`src/design/sac_regs.svh`:
```
`ifndef SAC_REGS_SVH
`define SAC_REGS_SVH

// register byte addresses
`define SAC_SC1_ADDR 8'h00
`define SAC_SC2_ADDR 8'h04
`define SAC_CFG_ADDR 8'h08
`define SAC_CVH_ADDR 8'h0C
`define SAC_CVL_ADDR 8'h10
`define SAC_RESH_ADDR 8'h14
`define SAC_RESL_ADDR 8'h18

// status_control_one fields
`define SAC_SC1_DONE_BIT 7
`define SAC_SC1_IEN_BIT 6
`define SAC_SC1_CONT_BIT 5
`define SAC_SC1_RESET 8'h1F

// status_control_two fields
`define SAC_SC2_HWTRG_BIT 6
`define SAC_SC2_CFE_BIT 5
`define SAC_SC2_CGT_BIT 4
`define SAC_SC2_RESET 8'h00

// converter_config fields
`define SAC_CFG_ASYNC_BIT 0
`define SAC_CFG_LSMP_BIT 1
`define SAC_CFG_MODE10_BIT 2
`define SAC_CFG_RESET 8'h00

// channel codes
`define SAC_CH_OFF 5'h1F
`define SAC_CH_LOWREF_FIRST 5'h10
`define SAC_CH_LOWREF_LAST 5'h15

// sample lengths in conversion clock ticks, less one (sampling runs for the value plus one ticks)
`define SAC_SHORT_SAMPLE 8'h04
`define SAC_LONG_SAMPLE 8'h14

// bus responses
`define SAC_RESP_OKAY 2'h0
`define SAC_RESP_SLVERR 2'h2

`endif

```
`src/design/sac_pkg.sv`:
```
package sac_pkg;

    // converter sequencer states
    typedef enum logic [1:0] {
        SAC_IDLE,
        SAC_SAMPLE,
        SAC_CONVERT
    } sac_state_e;

    // status_control_one layout
    typedef struct packed {
        logic done;
        logic irq_en;
        logic cont;
        logic [4:0] channel;
    } sac_sc1_s;

    // controls toward the analog multiplexer and converter core
    typedef struct packed {
        logic power_on;
        logic sample;
        logic low_ref_sel;
        logic [4:0] channel;
        logic [9:0] dac_code;
    } sac_core_s;

endpackage : sac_pkg

```
`src/design/sac_top.sv`:
```
// The register addresses and the AXI4-Lite interface to the registers were chosen for this implementation.
`timescale 1ns/100ps
`include "sac_regs.svh"

module sac_top
    import sac_pkg::*;
#(
    parameter int TICK_DIV = 2
)
(
    // clock and reset
    input wire logic aclk,
    input wire logic aresetn,
    // axi4-lite write address
    input wire logic awvalid,
    output logic awready,
    input wire logic [7:0] awaddr,
    input wire logic [2:0] awprot,
    // axi4-lite write data
    input wire logic wvalid,
    output logic wready,
    input wire logic [31:0] wdata,
    input wire logic [3:0] wstrb,
    // axi4-lite write response
    output logic bvalid,
    input wire logic bready,
    output logic [1:0] bresp,
    // axi4-lite read address
    input wire logic arvalid,
    output logic arready,
    input wire logic [7:0] araddr,
    input wire logic [2:0] arprot,
    // axi4-lite read data
    output logic rvalid,
    input wire logic rready,
    output logic [31:0] rdata,
    output logic [1:0] rresp,
    // system
    input wire logic hw_trigger,
    input wire logic stop_mode,
    // converter core
    input wire logic comp_above,
    output sac_core_s core,
    output logic async_clk_enable,
    output logic done_irq
);

    ////////////////////////////////////////////////////////////////////////
    // declarations

    sac_sc1_s sc1;
    logic [7:0] sc2;
    logic [7:0] cfg;
    logic [7:0] cvh;
    logic [7:0] cvl;
    logic [7:0] res_hi;
    logic [7:0] res_lo;
    logic blocked;
    sac_state_e state;
    sac_state_e next_state;
    logic [7:0] sample_cnt;
    logic [3:0] bit_idx;
    logic [9:0] sar;
    logic [7:0] div_cnt;
    logic hw_s1;
    logic hw_s2;
    logic hw_s3;
    logic aw_held;
    logic w_held;
    logic [7:0] aw_addr_q;
    logic [31:0] w_data_q;
    logic w_lane0;

    ////////////////////////////////////////////////////////////////////////
    // axi write path: address and data taken in either order

    wire wr_fire = aw_held && w_held && !bvalid;
    wire wr_en = wr_fire && w_lane0;
    wire wr_sc1 = wr_en && (aw_addr_q == `SAC_SC1_ADDR);
    wire wr_sc2 = wr_en && (aw_addr_q == `SAC_SC2_ADDR);
    wire wr_cfg = wr_en && (aw_addr_q == `SAC_CFG_ADDR);
    wire wr_cvh = wr_en && (aw_addr_q == `SAC_CVH_ADDR);
    wire wr_cvl = wr_en && (aw_addr_q == `SAC_CVL_ADDR);
    wire wr_ro = (aw_addr_q == `SAC_RESH_ADDR) || (aw_addr_q == `SAC_RESL_ADDR);
    wire wr_mapped = wr_sc1 || wr_sc2 || wr_cfg || wr_cvh || wr_cvl || wr_ro;

    assign awready = !aw_held && !bvalid;
    assign wready = !w_held && !bvalid;

    // hold address and data until both are present
    always_ff @(posedge aclk)
    begin
        if (!aresetn)
        begin
            aw_held <= 1'b0;
            w_held <= 1'b0;
            aw_addr_q <= 8'h00;
            w_data_q <= 32'h00000000;
            w_lane0 <= 1'b0;
        end
        else
        begin
            if (awvalid && awready)
            begin
                aw_held <= 1'b1;
                aw_addr_q <= awaddr;
            end
            else if (wr_fire)
            begin
                aw_held <= 1'b0;
            end
            if (wvalid && wready)
            begin
                w_held <= 1'b1;
                w_data_q <= wdata;
                w_lane0 <= wstrb[0];
            end
            else if (wr_fire)
            begin
                w_held <= 1'b0;
            end
        end
    end

    // response one cycle after both halves are held
    always_ff @(posedge aclk)
    begin
        if (!aresetn)
        begin
            bvalid <= 1'b0;
            bresp <= `SAC_RESP_OKAY;
        end
        else if (wr_fire)
        begin
            bvalid <= 1'b1;
            // lane 0 clear on a mapped address is accepted and ignored
            bresp <= (wr_mapped || (w_lane0 == 1'b0 && aw_addr_q <= `SAC_RESL_ADDR
                && aw_addr_q[1:0] == 2'h0)) ? `SAC_RESP_OKAY : `SAC_RESP_SLVERR;
        end
        else if (bready)
        begin
            bvalid <= 1'b0;
        end
    end

    ////////////////////////////////////////////////////////////////////////
    // axi read path: data registered, side effects on the taking edge

    wire rd_fire = arvalid && arready;
    wire rd_resh = rd_fire && (araddr == `SAC_RESH_ADDR);
    wire rd_resl = rd_fire && (araddr == `SAC_RESL_ADDR);
    wire rd_hit = (araddr == `SAC_SC1_ADDR) || (araddr == `SAC_SC2_ADDR)
        || (araddr == `SAC_CFG_ADDR) || (araddr == `SAC_CVH_ADDR)
        || (araddr == `SAC_CVL_ADDR) || (araddr == `SAC_RESH_ADDR)
        || (araddr == `SAC_RESL_ADDR);
    wire [7:0] rd_byte =
        (araddr == `SAC_SC1_ADDR) ? sc1 :
        (araddr == `SAC_SC2_ADDR) ? sc2 :
        (araddr == `SAC_CFG_ADDR) ? cfg :
        (araddr == `SAC_CVH_ADDR) ? cvh :
        (araddr == `SAC_CVL_ADDR) ? cvl :
        (araddr == `SAC_RESH_ADDR) ? res_hi :
        (araddr == `SAC_RESL_ADDR) ? res_lo : 8'h00;

    assign arready = !rvalid;

    // one read under way at a time
    always_ff @(posedge aclk)
    begin
        if (!aresetn)
        begin
            rvalid <= 1'b0;
            rdata <= 32'h00000000;
            rresp <= `SAC_RESP_OKAY;
        end
        else if (rd_fire)
        begin
            rvalid <= 1'b1;
            rdata <= {24'h000000, rd_byte};
            rresp <= rd_hit ? `SAC_RESP_OKAY : `SAC_RESP_SLVERR;
        end
        else if (rready)
        begin
            rvalid <= 1'b0;
        end
    end

    ////////////////////////////////////////////////////////////////////////
    // trigger, mode and abort decoding

    wire hw_mode = sc2[`SAC_SC2_HWTRG_BIT];
    wire cfe = sc2[`SAC_SC2_CFE_BIT];
    wire cgt = sc2[`SAC_SC2_CGT_BIT];
    wire ten_bit = cfg[`SAC_CFG_MODE10_BIT];
    wire async_sel = cfg[`SAC_CFG_ASYNC_BIT];
    wire ch_off = (sc1.channel == `SAC_CH_OFF);
    wire new_ch_off = (w_data_q[4:0] == `SAC_CH_OFF);
    wire hw_rise = hw_s2 && !hw_s3;
    wire active = (state != SAC_IDLE);
    wire wr_mode = wr_sc2 || wr_cfg || wr_cvh || wr_cvl;
    wire stop_abort = stop_mode && !async_sel;
    wire abort = wr_sc1 || wr_mode || stop_abort;
    // software start on sc1 write, hardware start on a trigger edge
    wire start_sw = wr_sc1 && !hw_mode && !new_ch_off && !stop_abort;
    wire start_hw = hw_rise && hw_mode && !ch_off && !active && !abort;

    // trigger pin synchroniser and edge history
    always_ff @(posedge aclk)
    begin
        if (!aresetn)
        begin
            hw_s1 <= 1'b0;
            hw_s2 <= 1'b0;
            hw_s3 <= 1'b0;
        end
        else
        begin
            hw_s1 <= hw_trigger;
            hw_s2 <= hw_s1;
            hw_s3 <= hw_s2;
        end
    end

    ////////////////////////////////////////////////////////////////////////
    // conversion clock enable: runs only while powered, saving idle power

    wire tick = active && (div_cnt == 8'(TICK_DIV - 1));

    always_ff @(posedge aclk)
    begin
        if (!aresetn || !active || tick)
            div_cnt <= 8'h00;
        else
            div_cnt <= div_cnt + 8'h01;
    end

    ////////////////////////////////////////////////////////////////////////
    // completion, compare and blocking decisions

    wire sample_end = (state == SAC_SAMPLE) && tick && (sample_cnt == 8'h00);
    wire complete = (state == SAC_CONVERT) && tick && (bit_idx == 4'h0) && !abort;
    wire [9:0] final_code = {sar[9:1], comp_above};
    wire [9:0] val = ten_bit ? final_code : {2'b00, final_code[9:2]};
    wire [9:0] cmp_ref = ten_bit ? {cvh[1:0], cvl} : {2'b00, cvl};
    wire cmp_true = cgt ? (val >= cmp_ref) : (val < cmp_ref);
    wire cmp_fail = cfe && !cmp_true;
    // single conversion with failed compare ignores blocking and stops
    wire blk_hit = blocked && !(cmp_fail && !sc1.cont);
    wire transfer = complete && !cmp_fail && !blocked;
    // blocked discards rerun even in single mode
    wire restart = complete && !ch_off && (sc1.cont || blk_hit);
    wire done_clr = wr_sc1 || rd_resl;

    ////////////////////////////////////////////////////////////////////////
    // sequencer next state

    always_comb
    begin
        next_state = state;
        case (state)
            SAC_IDLE:
            begin
                if (start_sw || start_hw)
                    next_state = SAC_SAMPLE;
            end
            SAC_SAMPLE:
            begin
                if (abort)
                    next_state = start_sw ? SAC_SAMPLE : SAC_IDLE;
                else if (sample_end)
                    next_state = SAC_CONVERT;
            end
            SAC_CONVERT:
            begin
                if (abort)
                    next_state = start_sw ? SAC_SAMPLE : SAC_IDLE;
                else if (complete)
                    next_state = restart ? SAC_SAMPLE : SAC_IDLE;
            end
            default:
            begin
                next_state = SAC_IDLE;
            end
        endcase
    end

    // state, sample counter and approximation register
    always_ff @(posedge aclk)
    begin
        if (!aresetn)
        begin
            state <= SAC_IDLE;
            sample_cnt <= 8'h00;
            bit_idx <= 4'h0;
            sar <= 10'h000;
        end
        else
        begin
            state <= next_state;
            if (next_state == SAC_SAMPLE && (state != SAC_SAMPLE || abort))
                sample_cnt <= cfg[`SAC_CFG_LSMP_BIT] ? `SAC_LONG_SAMPLE
                    : `SAC_SHORT_SAMPLE;
            else if (state == SAC_SAMPLE && tick)
                sample_cnt <= sample_cnt - 8'h01;
            if (sample_end)
            begin
                bit_idx <= 4'h9;
                sar <= 10'h000;
            end
            else if (state == SAC_CONVERT && tick)
            begin
                // keep the trial bit only when the input is above it
                sar[bit_idx] <= comp_above;
                bit_idx <= bit_idx - 4'h1;
            end
        end
    end

    ////////////////////////////////////////////////////////////////////////
    // trial code, one bit per stage

    genvar gi;
    generate
        for (gi = 0; gi < 10; gi++)
        begin : g_trial
            assign core.dac_code[gi] = sar[gi] | (state == SAC_CONVERT
                && bit_idx == 4'(gi));
        end
    endgenerate

    // analog side controls
    assign core.power_on = active && !ch_off;
    assign core.sample = (state == SAC_SAMPLE);
    assign core.channel = sc1.channel;
    assign core.low_ref_sel = (sc1.channel >= `SAC_CH_LOWREF_FIRST)
        && (sc1.channel <= `SAC_CH_LOWREF_LAST);

    ////////////////////////////////////////////////////////////////////////
    // software registers

    always_ff @(posedge aclk)
    begin
        if (!aresetn)
        begin
            sc1 <= `SAC_SC1_RESET;
            sc2 <= `SAC_SC2_RESET;
            cfg <= `SAC_CFG_RESET;
            cvh <= 8'h00;
            cvl <= 8'h00;
        end
        else
        begin
            if (wr_sc1)
            begin
                sc1.irq_en <= w_data_q[`SAC_SC1_IEN_BIT];
                sc1.cont <= w_data_q[`SAC_SC1_CONT_BIT];
                sc1.channel <= w_data_q[4:0];
            end
            // set wins over a clear in the same cycle
            if (transfer)
                sc1.done <= 1'b1;
            else if (done_clr)
                sc1.done <= 1'b0;
            if (wr_sc2)
                sc2 <= w_data_q[7:0];
            if (wr_cfg)
                cfg <= w_data_q[7:0];
            if (wr_cvh)
                cvh <= w_data_q[7:0];
            if (wr_cvl)
                cvl <= w_data_q[7:0];
        end
    end

    ////////////////////////////////////////////////////////////////////////
    // result registers and read blocking

    always_ff @(posedge aclk)
    begin
        if (!aresetn)
        begin
            res_hi <= 8'h00;
            res_lo <= 8'h00;
            blocked <= 1'b0;
        end
        else
        begin
            // aborts never reach here, so the last good result stays
            if (transfer)
            begin
                res_hi <= ten_bit ? {6'h00, final_code[9:8]} : 8'h00;
                res_lo <= ten_bit ? final_code[7:0] : final_code[9:2];
            end
            if (rd_resh && ten_bit)
                blocked <= 1'b1;
            else if (rd_resl)
                blocked <= 1'b0;
        end
    end

    ////////////////////////////////////////////////////////////////////////
    // outputs

    // interrupt follows done with enable, one cycle later
    always_ff @(posedge aclk)
    begin
        if (!aresetn)
        begin
            done_irq <= 1'b0;
            async_clk_enable <= 1'b0;
        end
        else
        begin
            done_irq <= sc1.done && sc1.irq_en;
            async_clk_enable <= (next_state != SAC_IDLE) && async_sel;
        end
    end

endmodule : sac_top

```
`config.mk`:
```
export PLATFORM = sky130hd
export DESIGN_NAME = sac_top
export DESIGN_NICKNAME = d
export VERILOG_FILES = /design/src/design/sac_pkg.sv /design/src/design/sac_top.sv
export VERILOG_INCLUDE_DIRS = /design/src /design/src/design
export SDC_FILE = /design/constraint.sdc
export NUM_CORES = 1
export LEC_CHECK = 0
export BUFFER_PORTS_ARGS = -buffer_cell sky130_fd_sc_hd__buf_2
export CELL_PAD_IN_SITES_DETAIL_PLACEMENT = 0
export CELL_PAD_IN_SITES_GLOBAL_PLACEMENT = 1
export CORE_MARGIN = 2
export CORE_UTILIZATION = 30
export CTS_CLUSTER_DIAMETER = 200
export DETAILED_ROUTE_END_ITERATION = 6
export GPL_ROUTABILITY_DRIVEN = 1
export PLACE_DENSITY_LB_ADDON = 0.12
export RECOVER_POWER = 50
export SLEW_MARGIN = 15
export SYNTH_ARGS = -nofsm -noshare
export SYNTH_HDL_FRONTEND = slang
export SYNTH_SLANG_ARGS = --single-unit
```
`constraint.sdc`:
```
create_clock -name aclk -period 2.9 [get_ports aclk]
set_input_delay 0.435 -clock aclk [delete_from_list [all_inputs] [get_ports aclk]]
set_output_delay 0.435 -clock aclk [all_outputs]
set_load 0.02 [all_outputs]
```
==> impl_metrics.csv <==
group,metric,value,unit
pwr,clkPwrFrac,50.9,%
logic_synthesis,yosysTopAreaCell,"dfxtp_1",
finish,final_cells,1040,
logic_synthesis,synth_edf_count,0,
finish,area_growth,18.3,%
logic_synthesis,ys.warnings.count,0,
pwr,pwr_density_cell,564,nW/um2
die,initial_core_util,30.5,%
global_route,antenna_found_initial,0,
timing,fin_setup_tns,0,ps
logic_synthesis,yosysMostFrequentCell,"nand2_1",
die,dieHeight,144,um
worst_setup_path,r2r_slack,160,ps
place,placed_area,6450,um2
pwr,cellInternalPower,0.00301,W
clock_tree,clkSlewWorstSetupHoldPaths,50,ps
route,ant_nets,0,
timing,worstMarginPinSlew,799,ps
pwr,swShare,23.7,%
worst_setup_path,arrival,3030,ps
worst_setup_path,r2r_cells,12,
place,place_inst,1010,
worst_setup_path,r2r-end,"res_lo[2]",
worst_setup_path,critPathLaunch,"cfg[2]",
outcome,outcome,"finished, final reports clean",
pwr,sequentialPowerShare,43.2,%
route,viasPerCell,4.61,
logic_synthesis,synthCells,700,
global_route,grt_pass1_wl,24.6,mm
timing,hold_ws,207,ps
logic_synthesis,ys_async_sr_fraction,0,%
worst_setup_path,required,3190,ps
logic_synthesis,post_synth.cell_area_avg,8.45,um2
finish,nNetsFinal,850,
min_path,hp-start,"rready",
logic_synthesis,ys.flop_type,"dfxtp_1",
die,die_w,144,um
place,gp_congestion,0.774,
timing,hold_violations,0,
logic_synthesis,synth_fa_ha_area_share,3.81,%
timing,setup_viol,0,
logic_synthesis,synthSimpleGateAreaFrac,23.2,%
clock_tree,cts_tree,"done",
worst_setup_path,startpoint_type,"flip-flop",
logic_synthesis,synth-xor-area-share,2.37,%
clock_tree,cts.sinks,119,
finish,drive_gt1_share,15.0,%
min_path,min_path_cells,2,
global_route,overflow,0,
logic_synthesis,synth_top_area_share,40.3,%
worst_setup_path,worst-path-max-fanout,12,
finish,diodes,0,
logic_synthesis,ys_seq_elements,119,
route,post-route-drc-count,0,
timing,fin_crit_sh,94.6,%
clock_tree,cts_buffer_depth,2,
worst_setup_path,reg2reg_from,"cfg[2]",
logic_synthesis,ys_seq_area_share,40.3,%
pwr,combPwrFrac,5.9,%
route,detail_route.first_pass.iterations,4,
global_route,first_global_vias,4553,
route,wl_per_cell,15.1,um
timing,min_period,2740,ps
timing,drv_slew,0,
die,rows,51,
die,die_area,20900,um2
clock_tree,numCtsBuffers,17,
pwr,power.leakage,2.60,nW
timing,fin_skew,11.1,ps
timing,relSlewSlack,46.7,%
logic_synthesis,ys_types,61,
pwr,peakVddDrop,361,uV
route,drt_iter0_markers,215,
logic_synthesis,synth.area.top_cells,"dfxtp_1 (40%), nand2_1 (7.7%), mux2i_1 (7.3%)",
route,wirelength,15.7,mm
logic_synthesis,muxShareOfSynthArea,11.3,%
worst_setup_path,critPathCaptureType,"flip-flop",
clock_tree,clkLatencyLatePin,410,ps
worst_setup_path,crit_type,"reg -> reg",
logic_synthesis,synth_top_cells_by_count,"nand2_1 (122), dfxtp_1 (119), nor2_1 (77)",
timing,rsz0062_at_grt,"false",
pwr,p_switching,0.000934,W
route,vias,4792,
min_path,min_path_type,"in -> reg",
flow_run,cap_viol_max_count,0,
die,num_io_pins,129,
timing,max_freq,364,MHz
place,portBuffers,69,
die,core,19400,um2
min_path,min_to,"rvalid",
clock_tree,htreeDepth,4,
clock_tree,cts-root-buf,"clkbuf_16",
logic_synthesis,synth_compound_area_share,11.1,%
place,hpwl,11.6,mm
global_route,grt_usage,15.7,%
logic_synthesis,synth.cell_area,5920,um2
finish,final_cell_area,7000,um2
logic_synthesis,synth_top_family_by_area,"simple AND/OR/NAND/NOR gates",
global_route,grt_max_degree,78,
## sequential cells by signal, indices dropped and copies added, names as in the netlist, 2 cells and up
name	count
cfg	8
res_lo	8
bit_idx	4
sample_cnt	8
sc1	3
sar	10
core	5
aw_addr_q	8
state	2
rdata	8
div_cnt	8
w_data_q	8
sc2	8
res_hi	2
cvl	8
cvh	8
## metrics by stage
stage / setup slack (ps) / total power [W] / utilization (%)
after detailed placement: -56.5 / 0.00198 / 33.3
after global placement: -66.5 / 0.00198 / 33.3
after floorplan: 50.4 / 0.00192 / -
final: 156 / 0.00395 / 36.1
after CTS: 80.8 / 0.00402 / 36.2
after global routing: 14.6 / 0.00410 / 36.1
## cell usage in the layout, fill, tap and decap left out, types with 3 or more instances in the layout
cell type	netlist	final
xnor2_1	9	9
nor2b_1	4	4
dfxtp_1	119	118
o21bai_1	10	10
mux2i_1	43	43
and2_1	8	5
mux4_2	7	7
o21ai_0	10	9
inv_1	23	24
a211oi_1	11	10
or2_2	3	3
buf_2	2	44
nor3_1	17	17
nor3b_1	3	3
or4_1	3	3
and2_0	0	3
nand2b_1	9	9
nand3b_1	4	4
ha_1	18	18
clkbuf_1	27	30
clkbuf_16	0	17
a21oi_1	64	64
clkinv_2	0	4
nor2_1	77	77
buf_4	31	11
nand2_1	122	122
nand3_1	11	11
conb_1	1	26
and3_1	5	5
mux2_2	7	7
xor2_1	7	7
## power by group through the flow
stage          logic (W)  clock network [W]  registers [W]
2_1_floorplan   0.000183                  0        0.00174
3_3_place_gp    0.000239                  0        0.00174
3_5_place_dp    0.000241                  0        0.00174
4_1_cts         0.000241            0.00207        0.00171
5_1_grt         0.000260            0.00213        0.00171
6_report        0.000232            0.00201        0.00170
## metal layers
metal,global-route usage [%],vias to the layer above,part of all wire [%],routed length [um]
met3,3.44,10,4.2,661
li1,-,2447,-,-
met1,20.7,2249,47,7350
met2,25.5,86,48,7530
met4,5.06,0,0.77,121
met5,0,-,0,0
## area by class of cell
type	count	area (um2)
timing repair buffer	85	455
sequential	119	2390
multi-input combinational	517	3180
tap	265	332
clock buffer	21	450
clock inverter	9	104
fill	2125	12400
inverter	24	90.1
## what timing repair did
action / 4_1_cts / 5_1_grt
cloned: 0 / 0
gates resized for setup: 3 / 5
hold buffers: 0 / 0
setup endpoints to repair: 17 / 7
buffers inserted: 0 / 0
## logic make-up after synthesis
kind of cell | after synthesis
buffers and inverters | 89
multiplexers | 57
adder cells (fa/ha/maj) | 18
AND/OR/NAND/NOR | 290
AO/OA/AOI/OAI | 110
XOR/XNOR | 16
other | 1
flip-flops | 119
## worst max-delay path by stage
| stage | slack, ps | end | cells after the start |
|---|---|---|---|
| floorplan | 50 | sample_cnt[4] | 11 |
| global placement | -70 | sample_cnt[4] | 12 |
| detailed placement | -60 | sample_cnt[4] | 12 |
| CTS | 80 | res_lo[2] | 12 |
| global route | 10 | res_hi[1] | 12 |
| finish | 160 | res_lo[2] | 12 |
## critical path, cell delays in order, from the launching register on
cell and delay (ps):
dfxtp_4 380, buf_6 140, mux2_2 350, ha_1 300
nand4_1 130, inv_1 100, a2111oi_4 350, mux2i_1 120
buf_4 170, nor3_4 140, buf_12 180, mux2i_1 210
nor2_1 60
Power figures use the tool's default switching activity.
